[src/logic/frwp_regs.svh]
// Purpose: offsets, fields, reset values and timings in ns for frwp
// Assumes: 32-bit APB, 10 MHz pclk
// Notes: definitions only
`ifndef FRWP_REGS_SVH
`define FRWP_REGS_SVH
`define FRWP_CLK_NS 100
`define FRWP_REG_CTRL 12'h000
`define FRWP_REG_OP 12'h004
`define FRWP_REG_STATUS 12'h008
`define FRWP_REG_LOCK 12'h00C
`define FRWP_REG_IRQ_STAT 12'h010
`define FRWP_REG_IRQ_CLR 12'h014
`define FRWP_REG_IRQ_EN 12'h018
`define FRWP_LOCK_RST 8'h01
`define FRWP_CMD_UNI_ERASE 8'h20
`define FRWP_CMD_SEC_ERASE 8'h21
`define FRWP_CMD_PROG_A 8'h40
`define FRWP_CMD_PROG_B 8'h10
`define FRWP_ST_LOCKERR 0
`define FRWP_ST_BUSY 1
`define FRWP_ST_RECOV 2
`define FRWP_ST_ARRAY 3
`define FRWP_ST_ABORT 4
`define FRWP_IRQ_DONE 0
`define FRWP_IRQ_REFUSE 1
`define FRWP_IRQ_ABORT 2
`define FRWP_RECOV_BUS_NS 1000
`define FRWP_RECOV_MUX_NS 1000
`define FRWP_OP_NS 2000
`define FRWP_LATENCY_NS 500
`endif

[src/logic/frwp_pkg.sv]
// Purpose: types for frwp
// Assumes: nothing
// Notes: states one-hot
package frwp_pkg;
	typedef enum logic [3:0] {
		FRWP_RECOV = 4'h1,
		FRWP_IDLE = 4'h2,
		FRWP_BUSY = 4'h4,
		FRWP_LATENCY = 4'h8
	} frwp_state_t;
endpackage

[src/logic/frwp_top.sv]
// Purpose: reset handling and hardware sector write protection
// Assumes: APB register access, pins synchronous to pclk
// Notes: operations started via OP register write
// Functional notes
// - reset low deselects, tristates, stops activity
// - leaving reset enters array-read mode
// - reset restores all lock registers write-locked
// - ignore commands during reset recovery interval
// - reset aborts program/erase, adds latency
// - top-boot pin low protects sector 10
// - hub mode: top-boot pin protects sectors 9-7
// - memory mode uniform erase: pin guards 10-7
// - memory mode: write-protect pin blocks program/sector erase 9-0
// - uniform erase: write-protect guards sectors 6-0
// - hub mode: write-protect guards sectors 6-0
// - pins sampled only at operation start
// - active pin overrides clear register lock
// - pins high, locks clear: accept operation
// - pins never alter lock register values
// - decode sectors from array address
// - lock refusal sets sector-lock error status
`timescale 1ns/100ps
`include "frwp_regs.svh"
module frwp_top #(
	parameter int RECOV_BUS_CYC =
		(`FRWP_RECOV_BUS_NS + `FRWP_CLK_NS - 1) / `FRWP_CLK_NS,
	parameter int RECOV_MUX_CYC =
		(`FRWP_RECOV_MUX_NS + `FRWP_CLK_NS - 1) / `FRWP_CLK_NS,
	parameter int OP_CYC = (`FRWP_OP_NS + `FRWP_CLK_NS - 1) / `FRWP_CLK_NS,
	parameter int LAT_CYC =
		(`FRWP_LATENCY_NS + `FRWP_CLK_NS - 1) / `FRWP_CLK_NS
) (
	// apb
	input wire logic pclk,
	input wire logic presetn,
	input wire logic psel,
	input wire logic penable,
	input wire logic pwrite,
	input wire logic [11:0] paddr,
	input wire logic [31:0] pwdata,
	output logic [31:0] prdata,
	output logic pready,
	output logic pslverr,
	// device reset inputs
	input wire logic dev_rst_n,
	input wire logic dev_init_n,
	// protect pins and mode
	input wire logic top_boot_lock_n,
	input wire logic wp_n,
	input wire logic hub_mode,
	input wire logic muxed_if,
	// array side and interrupt
	output logic mem_sel,
	output logic bus_oe,
	output logic array_write,
	output logic irq
);
	logic rst_act;
	assign rst_act = !dev_rst_n || !dev_init_n;

	frwp_pkg::frwp_state_t state_r;
	logic [15:0] cnt_r;
	logic [7:0] lock_r [0:10];
	logic array_mode_r, lockerr_r, abort_r;
	logic [7:0] op_cmd_r;
	logic [18:0] op_addr_r;
	logic [2:0] irq_stat_r, irq_en_r;
	logic was_busy_r;
	// pin levels of the running op, read back through OP
	logic [1:0] op_pins_r;

	// sector index from array address
	function automatic logic [3:0] sector_of(input logic [18:0] a);
		if (a[18:16] != 3'h7)
			sector_of = {1'b0, a[18:16]};
		else if (a[15])
			sector_of = 4'hA;
		else if (a[14:13] == 2'h3)
			sector_of = 4'h9;
		else if (a[14:13] == 2'h2)
			sector_of = 4'h8;
		else
			sector_of = 4'h7;
	endfunction

	// hardware pin verdict, from live pin levels in the accepting cycle
	function automatic logic pin_block(input logic [3:0] s,
		input logic [7:0] cmd, input logic hub, input logic tbl_n,
		input logic wpn);
		logic top;
		top = (s >= 4'h7);
		if (s == 4'hA)
			pin_block = !tbl_n;
		else if (hub)
			pin_block = top ? !tbl_n : !wpn;
		else if (cmd == `FRWP_CMD_UNI_ERASE)
			pin_block = top ? !tbl_n : !wpn;
		else
			pin_block = !wpn;
	endfunction

	// hub mode shares one lock register for the top sectors
	function automatic logic [3:0] lock_idx(input logic [3:0] s,
		input logic hub);
		lock_idx = (hub && s >= 4'h7) ? 4'hA : s;
	endfunction

	// recovery length depends on which interface saw the reset
	function automatic logic [15:0] recov_len(input logic mux);
		if (mux)
			recov_len = 16'(RECOV_MUX_CYC);
		else
			recov_len = 16'(RECOV_BUS_CYC);
	endfunction

	// only the four program and erase opcodes start anything
	function automatic logic known_cmd(input logic [7:0] c);
		known_cmd = c == `FRWP_CMD_UNI_ERASE ||
			c == `FRWP_CMD_SEC_ERASE ||
			c == `FRWP_CMD_PROG_A ||
			c == `FRWP_CMD_PROG_B;
	endfunction

	// register map membership; other offsets answer with an error
	function automatic logic mapped(input logic [11:0] a);
		case (a)
			`FRWP_REG_CTRL,
			`FRWP_REG_OP,
			`FRWP_REG_STATUS,
			`FRWP_REG_LOCK,
			`FRWP_REG_IRQ_STAT,
			`FRWP_REG_IRQ_CLR,
			`FRWP_REG_IRQ_EN:
				mapped = 1'b1;
			default:
				mapped = 1'b0;
		endcase
	endfunction

	// status word: abort, array, recovering, busy, lock error
	function automatic logic [31:0] status_word(
		input frwp_pkg::frwp_state_t s, input logic arr,
		input logic lerr, input logic abt);
		logic recov, busy;
		recov = s == frwp_pkg::FRWP_RECOV ||
			s == frwp_pkg::FRWP_LATENCY;
		busy = s == frwp_pkg::FRWP_BUSY;
		status_word = {27'h0000000, abt, arr, recov, busy, lerr};
	endfunction

	logic is_cmd;
	assign is_cmd = known_cmd(op_cmd_r);

	logic wr, rd, op_wr;
	assign wr = psel && penable && pwrite;
	assign rd = psel && !penable && !pwrite;

	// per-register write strobes, access phase only
	logic ctrl_wr, lock_wr, irq_clr_wr, irq_en_wr;
	assign ctrl_wr = wr && paddr == `FRWP_REG_CTRL;
	assign lock_wr = wr && paddr == `FRWP_REG_LOCK;
	assign irq_clr_wr = wr && paddr == `FRWP_REG_IRQ_CLR;
	assign irq_en_wr = wr && paddr == `FRWP_REG_IRQ_EN;
	logic [18:0] addr_in;
	logic [7:0] cmd_in;
	assign addr_in = pwdata[18:0];
	assign cmd_in = pwdata[31:24];
	assign op_wr = wr && paddr == `FRWP_REG_OP;

	// verdict computed with pin levels of the accepting cycle
	logic [3:0] sec_in;
	logic refuse;
	logic uni_top;
	logic pin_ref, reg_ref, top_ref;
	assign sec_in = sector_of(addr_in);
	assign uni_top = !hub_mode && cmd_in == `FRWP_CMD_UNI_ERASE &&
		sec_in >= 4'h7;
	// a low pin refuses whatever the register says
	assign pin_ref = pin_block(sec_in, cmd_in, hub_mode,
		top_boot_lock_n, wp_n);
	// a high pin still leaves the register lock in force
	assign reg_ref = lock_r[lock_idx(sec_in, hub_mode)][0];
	// memory-mode uniform erase of the top spans four registers
	assign top_ref = uni_top && (lock_r[7][0] || lock_r[8][0] ||
		lock_r[9][0] || lock_r[10][0]);
	assign refuse = pin_ref || reg_ref || top_ref;

	// op writes outside idle are dropped without any report
	logic accept;
	assign accept = op_wr && state_r == frwp_pkg::FRWP_IDLE &&
		known_cmd(cmd_in);

	// control state machine
	always_ff @(posedge pclk or negedge presetn) begin
		if (!presetn) begin
			state_r <= frwp_pkg::FRWP_RECOV;
			cnt_r <= 16'h0000;
		end else if (rst_act) begin
			// abort in flight keeps latency; else just hold
			if (state_r == frwp_pkg::FRWP_BUSY ||
				state_r == frwp_pkg::FRWP_LATENCY) begin
				state_r <= frwp_pkg::FRWP_LATENCY;
				cnt_r <= 16'(LAT_CYC);
			end else begin
				state_r <= frwp_pkg::FRWP_RECOV;
				// reloaded while held, so timing starts at release
				cnt_r <= recov_len(muxed_if);
			end
		end else begin
			unique case (state_r)
				frwp_pkg::FRWP_RECOV: begin
					if (cnt_r == 16'h0000)
						state_r <= frwp_pkg::FRWP_IDLE;
					else
						cnt_r <= cnt_r - 16'h0001;
				end
				frwp_pkg::FRWP_IDLE: begin
					if (accept && !refuse) begin
						state_r <= frwp_pkg::FRWP_BUSY;
						cnt_r <= 16'(OP_CYC);
					end
				end
				frwp_pkg::FRWP_BUSY: begin
					if (cnt_r == 16'h0000)
						state_r <= frwp_pkg::FRWP_IDLE;
					else
						cnt_r <= cnt_r - 16'h0001;
				end
				frwp_pkg::FRWP_LATENCY: begin
					// latency then normal recovery
					if (cnt_r == 16'h0000) begin
						state_r <= frwp_pkg::FRWP_RECOV;
						cnt_r <= recov_len(muxed_if);
					end else
						cnt_r <= cnt_r - 16'h0001;
				end
			endcase
		end
	end

	// captured operation
	always_ff @(posedge pclk or negedge presetn) begin
		if (!presetn) begin
			op_cmd_r <= 8'h00;
			op_addr_r <= 19'h00000;
			op_pins_r <= 2'h0;
		end else if (accept) begin
			op_cmd_r <= cmd_in;
			op_addr_r <= addr_in;
			op_pins_r <= {top_boot_lock_n, wp_n};
		end
	end

	// lock registers; pins never touch them
	always_ff @(posedge pclk or negedge presetn) begin
		if (!presetn) begin
			for (int i = 0; i < 11; i++)
				lock_r[i] <= `FRWP_LOCK_RST;
		end else if (rst_act) begin
			for (int i = 0; i < 11; i++)
				lock_r[i] <= `FRWP_LOCK_RST;
		end else if (lock_wr &&
			pwdata[11:8] <= 4'hA && state_r == frwp_pkg::FRWP_IDLE) begin
			// lock-down freezes the register until reset
			if (!lock_r[pwdata[11:8]][1])
				lock_r[pwdata[11:8]] <= {5'h00, pwdata[2:0]};
		end
	end

	// array-read mode and status
	always_ff @(posedge pclk or negedge presetn) begin
		if (!presetn) begin
			array_mode_r <= 1'b1;
			lockerr_r <= 1'b0;
			abort_r <= 1'b0;
		end else if (rst_act) begin
			array_mode_r <= 1'b1;
			lockerr_r <= 1'b0;
			abort_r <= abort_r || state_r == frwp_pkg::FRWP_BUSY;
		end else begin
			if (accept)
				array_mode_r <= 1'b0;
			else if (ctrl_wr && pwdata[0])
				array_mode_r <= 1'b1;
			if (accept && refuse)
				lockerr_r <= 1'b1;
			else if (ctrl_wr && pwdata[1])
				lockerr_r <= 1'b0;
			if (ctrl_wr && pwdata[2])
				abort_r <= 1'b0;
		end
	end

	// interrupts: set wins over clear
	logic [2:0] ev;
	always_comb begin
		ev = 3'h0;
		ev[`FRWP_IRQ_DONE] = was_busy_r && state_r == frwp_pkg::FRWP_IDLE;
		ev[`FRWP_IRQ_REFUSE] = accept && refuse;
		ev[`FRWP_IRQ_ABORT] = rst_act && state_r == frwp_pkg::FRWP_BUSY;
	end
	always_ff @(posedge pclk or negedge presetn) begin
		if (!presetn) begin
			irq_stat_r <= 3'h0;
			irq_en_r <= 3'h0;
			was_busy_r <= 1'b0;
			irq <= 1'b0;
		end else begin
			was_busy_r <= state_r == frwp_pkg::FRWP_BUSY;
			if (irq_en_wr)
				irq_en_r <= pwdata[2:0];
			// an event in the clearing cycle survives the clear
			irq_stat_r <= (irq_stat_r &
				~(irq_clr_wr ? pwdata[2:0] : 3'h0)) | ev;
			irq <= |(irq_stat_r & irq_en_r);
		end
	end

	// array and pin side outputs
	always_ff @(posedge pclk or negedge presetn) begin
		if (!presetn) begin
			mem_sel <= 1'b0;
			bus_oe <= 1'b0;
			array_write <= 1'b0;
		end else begin
			mem_sel <= !rst_act && state_r != frwp_pkg::FRWP_LATENCY;
			bus_oe <= !rst_act && array_mode_r;
			array_write <= !rst_act && state_r == frwp_pkg::FRWP_BUSY &&
				is_cmd;
		end
	end

	// apb: zero wait states, reads registered in setup phase
	always_ff @(posedge pclk or negedge presetn) begin
		if (!presetn) begin
			prdata <= 32'h00000000;
			pready <= 1'b0;
			pslverr <= 1'b0;
		end else begin
			pready <= psel && !penable;
			// error rides on the ready pulse, never on its own
			pslverr <= psel && !penable && !mapped(paddr);
			if (rd) begin
				unique case (paddr)
					`FRWP_REG_OP:
						prdata <= {op_cmd_r, 3'h0, op_pins_r,
							op_addr_r};
					`FRWP_REG_STATUS:
						prdata <= status_word(state_r, array_mode_r,
							lockerr_r, abort_r);
					`FRWP_REG_IRQ_STAT:
						prdata <= {29'h00000000, irq_stat_r};
					`FRWP_REG_IRQ_EN:
						prdata <= {29'h00000000, irq_en_r};
					`FRWP_REG_LOCK:
						prdata <= (pwdata[11:8] <= 4'hA) ?
							{24'h000000, lock_r[pwdata[11:8]]} :
							32'h00000000;
					default:
						prdata <= 32'h00000000;
				endcase
			end
		end
	end
endmodule

[config.mk]
export PLATFORM = sky130hd
export DESIGN_NAME = frwp_top
export DESIGN_NICKNAME = d
export VERILOG_FILES = /design/src/logic/frwp_pkg.sv /design/src/logic/frwp_top.sv
export VERILOG_INCLUDE_DIRS = /design/src /design/src/logic
export SDC_FILE = /design/constraint.sdc
export NUM_CORES = 1
export LEC_CHECK = 0
export BUFFER_PORTS_ARGS = -buffer_cell sky130_fd_sc_hd__buf_2
export CORE_MARGIN = 5
export CORE_UTILIZATION = 57
export DETAILED_ROUTE_END_ITERATION = 6
export PLACE_DENSITY = 0.79
export REMOVE_ABC_BUFFERS = 1
export SETUP_SLACK_MARGIN = 0.5
export SLEW_MARGIN = 30
export SYNTH_ARGS = -nofsm -noshare
export SYNTH_HDL_FRONTEND = slang
export SYNTH_SLANG_ARGS = --single-unit
[constraint.sdc]
create_clock -name pclk -period 3.26 [get_ports pclk]
set_input_delay 0.326 -clock pclk [delete_from_list [all_inputs] [get_ports pclk]]
set_output_delay 0.326 -clock pclk [all_outputs]
set_load 0.03 [all_outputs]
---- Yosys cells after proc, flatten, opt, wreduce, memory -nomap -nowiden ----
Cells that the tools add are included.
storage, ports and cells
  flip-flop bits (word level) ............. 185
  output and inout bits ................... 38
operators by class
  add/subtract/negate cells ............... 1
  magnitude comparators ................... 5
  equal/unequal tests ..................... 28
  mux-type cells .......................... 45
  bitwise logic cells ..................... 6
  reduce and logical (&&, ||, !) cells .... 67
operators by type and width
  kind                   number
  $mux 88                3
  $pmux 32 s5            1
  $bwmux 88              1
  $bmux 8 s4             2
  $mux 16                4
  $pmux 16 s3            1
  $mux 4                 11
  $eq 12x5->1 const B    3
  $demux 8 s4            1
  $eq 8x6->1 const B     4
  $mux 8                 4
  $logic_and 1x1->1      30
  $eq 12x4->1 const B    2
  $eq 8x5->1 const B     2
  $eq 8x7->1 const B     2
  $logic_not 16->1       1
  $sub 16x1->16 const B  1
  $logic_or 1x1->1       15
  $mux 1                 15
  $eq 12x3->1 const B    1
  $logic_not 12->1       1
  $ne 3x3->1 const B     4
  $pmux 4 s3             1
  $ge 5x5->1 const B     2
  24 further kinds       40

---- Depth between registers and ports, before layout ----
Gate-level depths: netlist of run 1.
  depth in word-level cells ............... 19
  mapped depth ............................ 10
  mapped depth without buffers ............ 9

---- Least setup slack after synthesis of run 1 ----
No wires, ideal clock.
  path type ............................... input to register
  start point ............................. input paddr[7]
  end point ............................... register lock_r[34] (netlist bit)
  setup time .............................. 0.132 ns
  arrival ................................. 2.348 ns
  data required time ...................... 3.128 ns
  setup slack ............................. 0.780 ns
  cell stages on the path ................. 7
  buffers on the path ..................... 0
  cell sequence ........................... or4_4 > nor4_4 > nand4_2 > nor4_4 > and3b_1 > mux2i_1 > nor2_1
between the ends
  word-level cells in the longest chain between the ends .. 6
ends and longest elaborated chain
  what                           RTL line         RTL
  start, declared                frwp_top.sv:39   input wire logic [11:0] paddr,
  $eq 12x4->1                    n/a
  $logic_and 1x1->1 (no line)    n/a
  $logic_and 1x1->1              frwp_top.sv:262  end else if (lock_wr &&
  $logic_and 1x1->1              frwp_top.sv:263  pwdata[11:8] <= 4'hA && state_r == frwp_pkg::FRWP_IDLE) begin
  $reduce_bool 2->1 (no line)    n/a
  $reduce_and 2->1 (no line)     n/a
  end signal, assigned by index  frwp_top.sv:258  lock_r[i] <= `FRWP_LOCK_RST;
  end signal, assigned by index  frwp_top.sv:261  lock_r[i] <= `FRWP_LOCK_RST;
  end signal, assigned by index  frwp_top.sv:266  lock_r[pwdata[11:8]] <= {5'h00, pwdata[2:0]};
  end, declared                  frwp_top.sv:63   logic [7:0] lock_r [0:10];
No other way between the ends.
A chain may end at the register's enable or synchronous reset.

---- Final worst setup path of run 1 ----
  start point ............................. register state_r[3]
  end point ............................... register op_addr_r[16]
between the ends
  word-level cells in the longest chain between the ends .. 3
ends and longest elaborated chain
  what                             RTL line         RTL
  start, declared                  frwp_top.sv:61   frwp_pkg::frwp_state_t state_r;
  start signal, assigned           frwp_top.sv:196  state_r <= frwp_pkg::FRWP_RECOV;
  start signal, assigned           frwp_top.sv:202  state_r <= frwp_pkg::FRWP_LATENCY;
  start signal, assigned           frwp_top.sv:205  state_r <= frwp_pkg::FRWP_RECOV;
  $eq 4x2->1                       frwp_top.sv:190  assign accept = op_wr && state_r == frwp_pkg::FRWP_IDLE &&
  $logic_and 1x1->1 (2 in series)  frwp_top.sv:190
  end signal, assigned             frwp_top.sv:249  op_addr_r <= addr_in;
  end, declared                    frwp_top.sv:66   logic [18:0] op_addr_r;
No other way between the ends.

==> flow_summary.toml, run 1 <==
[run_status]
status = "complete, no violations"

[timing]
clock-skew-final_ns = 0.00538
worst_slew_pin_slew_ns = 0.827
max_freq_ghz = 0.384
post-route-period-util_pct = 79.8
finalWorstSetupSlack_ns = 0.657
slew-limit-headroom_pct = 44.9
rsz0062_at_grt = "false"
min_period_ns = 2.60
setup_viol = 0
drv_slew = 0
hold_viol = 0

[cts]
clockRootBuffer = "clkbuf_8"
htree_levels = 4
numCtsBuffers = 17
clk_pin_slew_worst_paths_ns = 0.06
cts_buffer_depth = 2
cts.sinks = 127
cts_tree = "done"
clk_latency_ns = 0.54

[setup_path]
end_kind = "register"
path_max_fanout = 26
path_class = "reg2reg"
worstPathCellList = "nor4b_1 > nand2_1 > nor4_4 > buf_4 > mux2_2"
cp.required_ns = 3.68
critical_path.n_buffers_inverters = 1
start_kind = "register"
path_depth = 5
arrival_ns = 3.03
critPathMaxStageDelay_ns = 0.52
regToRegSetupSlack_ns = 0.66
critPathTopFamily = "simple AND/OR/NAND/NOR gates"
r2r.worst_path.cells = 5
critPathSlowestCell = "nor4b_1"

[global_routing]
grt_usage_pct = 24.5
first_global_vias = 5171
gr-total-overflow = 0
grt_max_degree = 65
grt_pass1_wl_mm = 25.5
grt_antenna_before_repair = 0

[logic_synthesis]
ys_ff_latch = 127
avgSynthCellArea_um2 = 10.4
synthArstFlopShare_pct = 100
netlist_instances = 604
yosys.cell_types.count = 61
synth_top_area_share_pct = 45.4
yosys.area.top_type = "dfrtp_1"
synth_edf_count = 0
synth.top_cells.by_area = "dfrtp_1 45%, mux2_2 5.6%, dfstp_2 5.4%"
yosysSeqAreaShare_pct = 50.9
yosysWarnings = 0
synthFlopType = "dfrtp_1"
synth.cell_area_um2 = 6280

[place]
gp_congestion = 0.881
pre_cts_slack_ns = 0.342
port_buffers = 83
dp_hpwl_mm = 10.4

[route]
postRouteAntennaNets = 0
num_vias = 5084
viasPerCell = 6.08
drc_errors = 0
first_pass_iters = 5
routedWlPerCell_um = 18.4
drt_iter0_drc = 447
wirelength_mm = 15.4

[hold_path]
hold_path_depth = 2
hp-class = "in2reg"

[finish]
drive_above_1_share_pct = 27.4
nNetsFinal = 740
area_delta_synth_final_pct = 18.1
insertedDiodeCount = 0
fin_util_pct = 68.5

[floorplan]
coreArea_um2 = 10800
ios = 93
die_w_um = 115
row_count = 38
die_h_um = 115
fp.dieArea_um2 = 13200
initial_core_util_pct = 57.9

[pwr]
fin_total_pwr_mw = 3.70
peakVddDrop_mv = 0.448
p_per_area_nw_per_um2 = 498
p_leak_nw = 3.50

[job]
cap_violations = 0
==> report_power, final <==
group | internal, mW | switching, mW | leakage (nW) | total, mW
Sequential | 1.60 | 0.0238 | 1.71 | 1.62
Combinational | 0.0985 | 0.190 | 1.53 | 0.289
Clock | 1.07 | 0.718 | 0.262 | 1.79
==> routing by layer <==
metal | vias up | GRT usage (%) | part of all wire (%)
li1 | 2346 | - | -
met1 | 2521 | 31.9 | 43
met2 | 197 | 40.2 | 49
met3 | 20 | 7.32 | 6.9
met4 | 0 | 7.04 | 1.3
met5 | - | 0 | 0
==> final timing paths <==
kind | to | startpoint
setup / recovery | op_addr_r[16] | state_r[3]
hold / removal | op_addr_r[4] | pwdata[4]
setup reg to reg | op_addr_r[16] | state_r[3]
hold reg to reg | prdata[4] | prdata[4]
max in group asynchronous | array_mode_r | presetn
min in group asynchronous | prdata[17] | presetn
==> kinds of logic after synthesis <==
logic type      Yosys count  synth area share (%)
flops                   127                  50.9
compound gates          149                  15.6
xor+xnor                  4                 0.558
other cells               1                0.0597
buf+inv                  55                  3.59
mux                      58                  11.3
fa+ha+maj                 2                 0.398
simple gates            208                  17.7
==> cell usage after synthesis (4+ instances only) <==
library cell	number
mux4_2	7
a21oi_1	33
nor4_1	8
nand3b_1	4
mux2i_1	20
and2_1	8
clkbuf_1	29
nor2b_1	14
o21ai_1	5
nor2_1	52
a31oi_1	10
dfrtp_1	114
buf_2	6
nand2_1	57
nand3_1	15
mux2_2	31
nor3_1	9
o31ai_1	8
nor4b_1	5
dfstp_2	13
o21ai_0	35
a22o_1	26
nand2b_1	8
o22ai_1	4
inv_1	15
or4_1	4
==> registers in the layout, summed over array words and instances (netlist names) <==
register      cells
lock_r           33
prdata           29
op_addr_r        19
cnt_r            16
op_cmd_r          8
state_r           4
irq_en_r          3
irq_stat_r        3
op_pins_r         2
abort_r           1
array_mode_r      1
array_write       1
bus_oe            1
irq               1
lockerr_r         1
mem_sel           1
pready            1
pslverr           1
was_busy_r        1
==> layout by cell type, fill, tap and decap left out, drive strengths merged, types with 3 or more instances in the layout <==
master and n:
a21boi 3, a21o 3, a21oi 33, a22o 26, a22oi 3, a31oi 10
and2 8, and3b 3, buf 96, clkbuf 20, clkinv 4, clkinvlp 6
conb 3, dfrtp 114, dfstp 13, inv 16, mux2 31, mux2i 20
mux4 7, nand2 57, nand2b 8, nand3 15, nand3b 4, nand4 4
nor2 52, nor2b 14, nor3 9, nor3b 3, nor4 12, nor4b 6
o21ai 40, o22ai 4, o31ai 8, or4 5, xor2 3
==> through the flow <==
step                      area [um^2]  cells  TNS, ns  hold slack, ns
after global placement           6820    801        0           0.443
after floorplan                  6120    566    -5.55          0.0304
final                            7420    836        0          0.0179
after global routing             7420    836        0        0.000384
after detailed placement         6820    801        0           0.463
after CTS                        7400    835        0         0.00555
==> cell type report <==
class / instances / area (um^2)
inverter: 15 / 56.3
timing repair buffer: 98 / 552
sequential: 127 / 3190
multi-input combinational: 424 / 2880
tap: 140 / 175
clock inverter: 12 / 111
fill: 787 / 3420
clock buffer: 20 / 455
==> what timing repair did <==
| item | 4_1_cts | 5_1_grt |
|---|---|---|
| resized for setup | 0 | 3 |
| endpoints found under the setup margin | 0 | 16 |
| setup buffers | 0 | 1 |
| hold endpoints to repair | 52 | 0 |
| hold buffers | 2 | 0 |
No activity file was read; power rests on OpenSTA's default activity.
==> inputs of run 2 (changes only) <==
==> constraint.sdc (replaced) <==
create_clock -name pclk -period 2.75 [get_ports pclk]
set_input_delay 0.275 -clock pclk [delete_from_list [all_inputs] [get_ports pclk]]
set_output_delay 0.275 -clock pclk [all_outputs]
set_load 0.03 [all_outputs]
==> flow_summary.toml, run 2 (synthesized netlist as in run 1, its figures left out) <==
[floorplan]
die_h_um = 115
fp.dieArea_um2 = 13200
die_w_um = 115
ios = 93
initial_core_util_pct = 57.9
row_count = 38
coreArea_um2 = 10800

[setup_path]
r2r.worst_path.cells = 9
critPathMaxStageDelay_ns = 0.41
cp-startpoint = "cnt_r[7]"
cp.required_ns = 3.15
critPathSlowestCell = "o311ai_4"
regToRegStartpoint = "cnt_r[7]"
endpoint = "cnt_r[11]"
start_kind = "register"
path_max_fanout = 8
path_class = "reg2reg"
regToRegSetupSlack_ns = 0.43
crit-reg2reg-capture = "cnt_r[11]"
arrival_ns = 2.73
end_kind = "register"
worstPathCellList = "nor4_4 > nand4_1 > buf_6 > and2_4 > o311ai_4 > clkbuf_16 > a31oi_1 > o21ai_1 > o41ai_1"

[timing]
max_freq_ghz = 0.431
finalSetupTns_ns = 0
post-route-period-util_pct = 84.4
hold_slack_ns = 0.0374
rsz0062_at_grt = "true"
drv_slew = 0
slew-limit-headroom_pct = 65.3
hold_viol = 0
setup_viol = 0
worst_slew_pin_slew_ns = 0.513
clock-skew-final_ns = 0.00780
min_period_ns = 2.32

[finish]
num-fill-cells = 713
final-instance-count-excl-fill = 868
multi_input_area_um2 = 3040
area_delta_synth_final_pct = 25.9
drive_above_1_share_pct = 32.3
largestRegisters = "lock_r (33), prdata (29), op_addr_r (19)"
nNetsFinal = 772
insertedDiodeCount = 0
layout_commonest_cell = "dfrtp_1"
final_cell_area_um2 = 7910
final_cell_mix = "113 x dfrtp_1, 83 x buf_2, 56 x nand2_1, 50 x nor2_1, 32 x a21oi_1"
largest_register = "lock_r"
seq_area_um2 = 3200
fin_util_pct = 73.0
largest_reg_flops = 33

[pwr]
pwr-share-seq_pct = 41.5
swShare_pct = 25.4
power_frac_comb_pct = 9.1
p_sw_mw = 1.18
peakVddDrop_mv = 0.390
internal_power_mw = 3.45
power_frac_clock_pct = 49.4
p_leak_nw = 3.74
p_per_area_nw_per_um2 = 585

[cts]
clk_latency_ns = 0.53
clk_pin_slew_worst_paths_ns = 0.06
cts_buffer_depth = 2
numCtsBuffers = 17
htree_levels = 4
cts_tree = "done"
clockRootBuffer = "clkbuf_8"
cts.sinks = 127

[global_routing]
grt_antenna_before_repair = 0
grt_usage_pct = 25.8
grt_pass1_wl_mm = 26.8
first_global_vias = 5367
grt_max_degree = 47
gr-total-overflow = 0

[place]
port_buffers = 83
dp_hpwl_mm = 11.0
dp_cells = 813
gp_congestion = 0.856
post_dp_cell_area_um2 = 6920

[route]
num_vias = 5392
first_pass_iters = 5
drt_iter0_drc = 562
postRouteAntennaNets = 0
drc_errors = 0
viasPerCell = 6.21
wirelength_mm = 17.2
routedWlPerCell_um = 19.9

[job]
cap_violations = 0

[hold_path]
hp-class = "in2reg"
hp-start = "psel"

[run_status]
status = "complete, no violations"
run 2: cell count changes in the layout (fill, tap and decap cells not counted), sizes merged:
cell,before,now
bufinv,1,3
clkinvlp,6,2
inv,16,20
dlygate4sd3,2,11
clkbuf,20,19
buf,96,118
run 2: repair_timing:
action / CTS / global route
buffers inserted: 2 / 7
pin swaps: 3 / 14
endpoints found under the hold margin: 38 / 0
resized for setup: 7 / 44
endpoints found under the setup margin: 61 / 47
gates cloned: 0 / 3
hold buffers: 11 / 0
run 2: worst min path at each step:
stage,to,depth (start not counted)
after floorplan,abort_r,0
after global placement,prdata[17],1
after detailed placement,prdata[17],1
after CTS,bus_oe,2
after global routing,bus_oe,2
final,pready,2
run 2: area by class of cell:
cell class              count  share of cell area (%)
flip-flops and latches    127                    40.4
multi-input cells         424                    38.4
repair buffers            130                    10.7
clock buffers              18                    5.28
clock inverters            14                    2.28
well taps                 140                    2.21
inverters                  15                   0.712
run 2: power by group through the flow:
stage / clock (mW) / combinational, mW / sequential [mW]
2_1_floorplan: 0 / 0.163 / 1.95
3_3_place_gp: 0 / 0.339 / 1.95
3_5_place_dp: 0 / 0.353 / 1.95
4_1_cts: 2.31 / 0.373 / 1.92
5_1_grt: 2.40 / 0.455 / 1.92
6_report: 2.28 / 0.419 / 1.92
run 2: stage by stage:
stage | setup slack (ns) | power (mW)
floorplan | -0.846 | 2.11
global placement | 0.0639 | 2.29
detailed placement | -0.0250 | 2.30
CTS | 0.439 | 4.60
global route | 0.364 | 4.78
finish | 0.429 | 4.62
run 2: metal layers:
layer  track usage (%)  wire (um)  vias to the layer above
li1                  -          -                     2412
met1              32.7       6930                     2682
met2              43.6       8720                      244
met3              5.95       1130                       54
met4              8.92        449                        0
met5                 0          0                        -
run 2: worst max-delay path: cells and delay by family (launching register included):
kind | cells | cell delay (ns)
simple gates | 3 | 0.71
compound gates | 4 | 0.67
flops | 1 | 0.40
buf+inv | 2 | 0.40
==> inputs of run 3 (changes only) <==
--- a/config.mk
+++ b/config.mk
@@ -8,9 +8,9 @@
 export LEC_CHECK = 0
 export BUFFER_PORTS_ARGS = -buffer_cell sky130_fd_sc_hd__buf_2
 export CORE_MARGIN = 5
-export CORE_UTILIZATION = 57
+export CORE_UTILIZATION = 52
 export DETAILED_ROUTE_END_ITERATION = 6
-export PLACE_DENSITY = 0.79
+export PLACE_DENSITY = 0.76
 export REMOVE_ABC_BUFFERS = 1
 export SETUP_SLACK_MARGIN = 0.5
 export SLEW_MARGIN = 30
==> constraint.sdc (replaced) <==
create_clock -name pclk -period 2 [get_ports pclk]
set_input_delay 0.2 -clock pclk [delete_from_list [all_inputs] [get_ports pclk]]
set_output_delay 0.2 -clock pclk [all_outputs]
set_load 0.03 [all_outputs]
==> flow_summary.toml, run 3 (synthesized netlist as in run 1, its figures left out) <==
[run_status]
status = "complete, but fails checks"
violations = "DRC, setup timing"

[setup_path]
path_class = "reg2reg"
critPathMaxStageDelay_ns = 0.40
end_kind = "register"
critical_path.n_buffers_inverters = 3
start_kind = "register"
critPathTopFamily = "compound AO/OA/AOI/OAI gates"
arrival_ns = 2.79
cpMostUsedCell = "buf_4"
worstPathCellList = "nor3_1 > nand4_1 > buf_4 > buf_4 > buf_4 > o32ai_1 > a31oi_1 > o22ai_1"
path_max_fanout = 3
critPathSlowestCell = "nor3_1"
cp.required_ns = 2.32

[cts]
cts.sinks = 127
htree_levels = 4
clockRootBuffer = "clkbuf_16"
cts_buffer_depth = 2
clk_latency_ns = 0.43
cts_tree = "done"
numCtsBuffers = 17
clk_pin_slew_worst_paths_ns = 0.06

[hold_path]
hp-class = "in2reg"

[route]
first_pass_iters = 7
top_layer = "met4"
postRouteAntennaNets = 0
wl_met2_mm = 12.2
wl_met3_mm = 2.86
drt_iter0_drc = 1130
drc_errors = 6
viasPerCell = 6.87
num_vias = 6695
met1_length_mm = 8.96
routedWlPerCell_um = 26.9
wirelength_mm = 26.2

[global_routing]
first_global_vias = 6699
gr-total-overflow = 0
grt_antenna_before_repair = 0
grt_pass1_wl_mm = 36.1
grt_usage_pct = 32.0
grt_max_degree = 43

[timing]
max_freq_ghz = 0.404
post-route-period-util_pct = 124
drv_slew = 0
slew-limit-headroom_pct = 59.1
rsz0062_at_grt = "true"
setup_viol = 85
min_period_ns = 2.48
hold_viol = 0
hold_slack_ns = 0.00592
clock-skew-final_ns = 0.0113
worst_slew_pin_slew_ns = 0.614
finalWorstSetupSlack_ns = -0.477

[pwr]
p_per_area_nw_per_um2 = 701
peakVddDrop_mv = 0.700
p_leak_nw = 4.49
fin_total_pwr_mw = 6.69

[finish]
insertedDiodeCount = 0
final_cell_mix = "114 x dfrtp_1, 88 x buf_4, 81 x buf_2, 47 x nor2_1, 43 x buf_6"
layout_commonest_cell = "dfrtp_1"
nNetsFinal = 871
fin_util_pct = 80.1
largest_register = "lock_r"
area_delta_synth_final_pct = 51.9
drive_above_1_share_pct = 52.8
largestRegisters = "lock_r (33), prdata (29), op_addr_r (19)"
largest_reg_flops = 33

[floorplan]
die_w_um = 120
ios = 93
die_h_um = 120
fp.dieArea_um2 = 14400
initial_core_util_pct = 52.7
row_count = 40
coreArea_um2 = 11900

[place]
dp_hpwl_mm = 11.9
gp_congestion = 0.892
port_buffers = 83

[job]
cap_violations = 0
## run 3: worst reg2reg max path, cell delays in order, from the launching register on
cell     delay (ns)
dfrtp_1        0.38
nor3_1         0.40
nand4_1        0.30
buf_4          0.25
buf_4          0.13
buf_4          0.12
o32ai_1        0.38
a31oi_1        0.12
o22ai_1        0.29
## run 3: final cells by class
type	instances	area (um^2)
well taps	147	184
inverters	15	56.3
repair buffers	229	1860
multi-input cells	424	3640
clock inverters	14	168
clock buffers	18	439
flip-flops and latches	127	3190
fillers	568	2370
## run 3: metrics by stage
step	setup TNS [ns]	std cells	setup slack, ns	area [um^2]
6_report	-15.85	974	-0.477	9540
5_1_grt	-20.34	974	-0.590	9540
4_1_cts	-4.21	961	-0.147	9100
3_5_place_dp	-34.74	894	-0.535	7490
3_3_place_gp	-31.75	894	-0.465	7490
2_1_floorplan	-71.06	566	-1.52	6120
## run 3: path summary, 6_finish.rpt
path / startpoint / end / slack (ns) / cells past startpoint
setup / recovery: cnt_r[10] / cnt_r[3] / -0.48 / 8
hold / removal: pwdata[7] / op_addr_r[7] / 0.006 / 2
setup reg to reg: cnt_r[10] / cnt_r[3] / -0.48 / 8
hold reg to reg: prdata[30] / prdata[30] / 0.50 / 1
max in group asynchronous: presetn / lock_r[8] / 0.97 / 3
min in group asynchronous: presetn / lock_r[57] / 0.33 / 2
## run 3: what timing repair did
| action | in CTS | in global routing |
|---|---|---|
| pin swaps | 57 | 47 |
| hold endpoints to repair | 35 | 0 |
| cloned | 7 | 0 |
| gates resized for setup | 189 | 75 |
| hold buffers | 2 | 0 |
| setup buffers | 26 | 13 |
| endpoints found under the setup margin | 120 | 122 |
## run 3: where the power goes
| group | leakage (nW) | switching, mW | internal (mW) | total [mW] |
|---|---|---|---|---|
| clock | 0.292 | 1.24 | 1.99 | 3.23 |
| combinational | 2.50 | 0.523 | 0.312 | 0.835 |
| sequential | 1.71 | 0.0250 | 2.60 | 2.63 |
| total | 4.49 | 1.79 | 4.90 | 6.69 |
## run 3: metal layers
metal	vias up	GRT usage, %
met4	0	18.8
li1	2611	-
met3	264	7.82
met1	3182	38.3
met2	638	52.6
met5	-	0
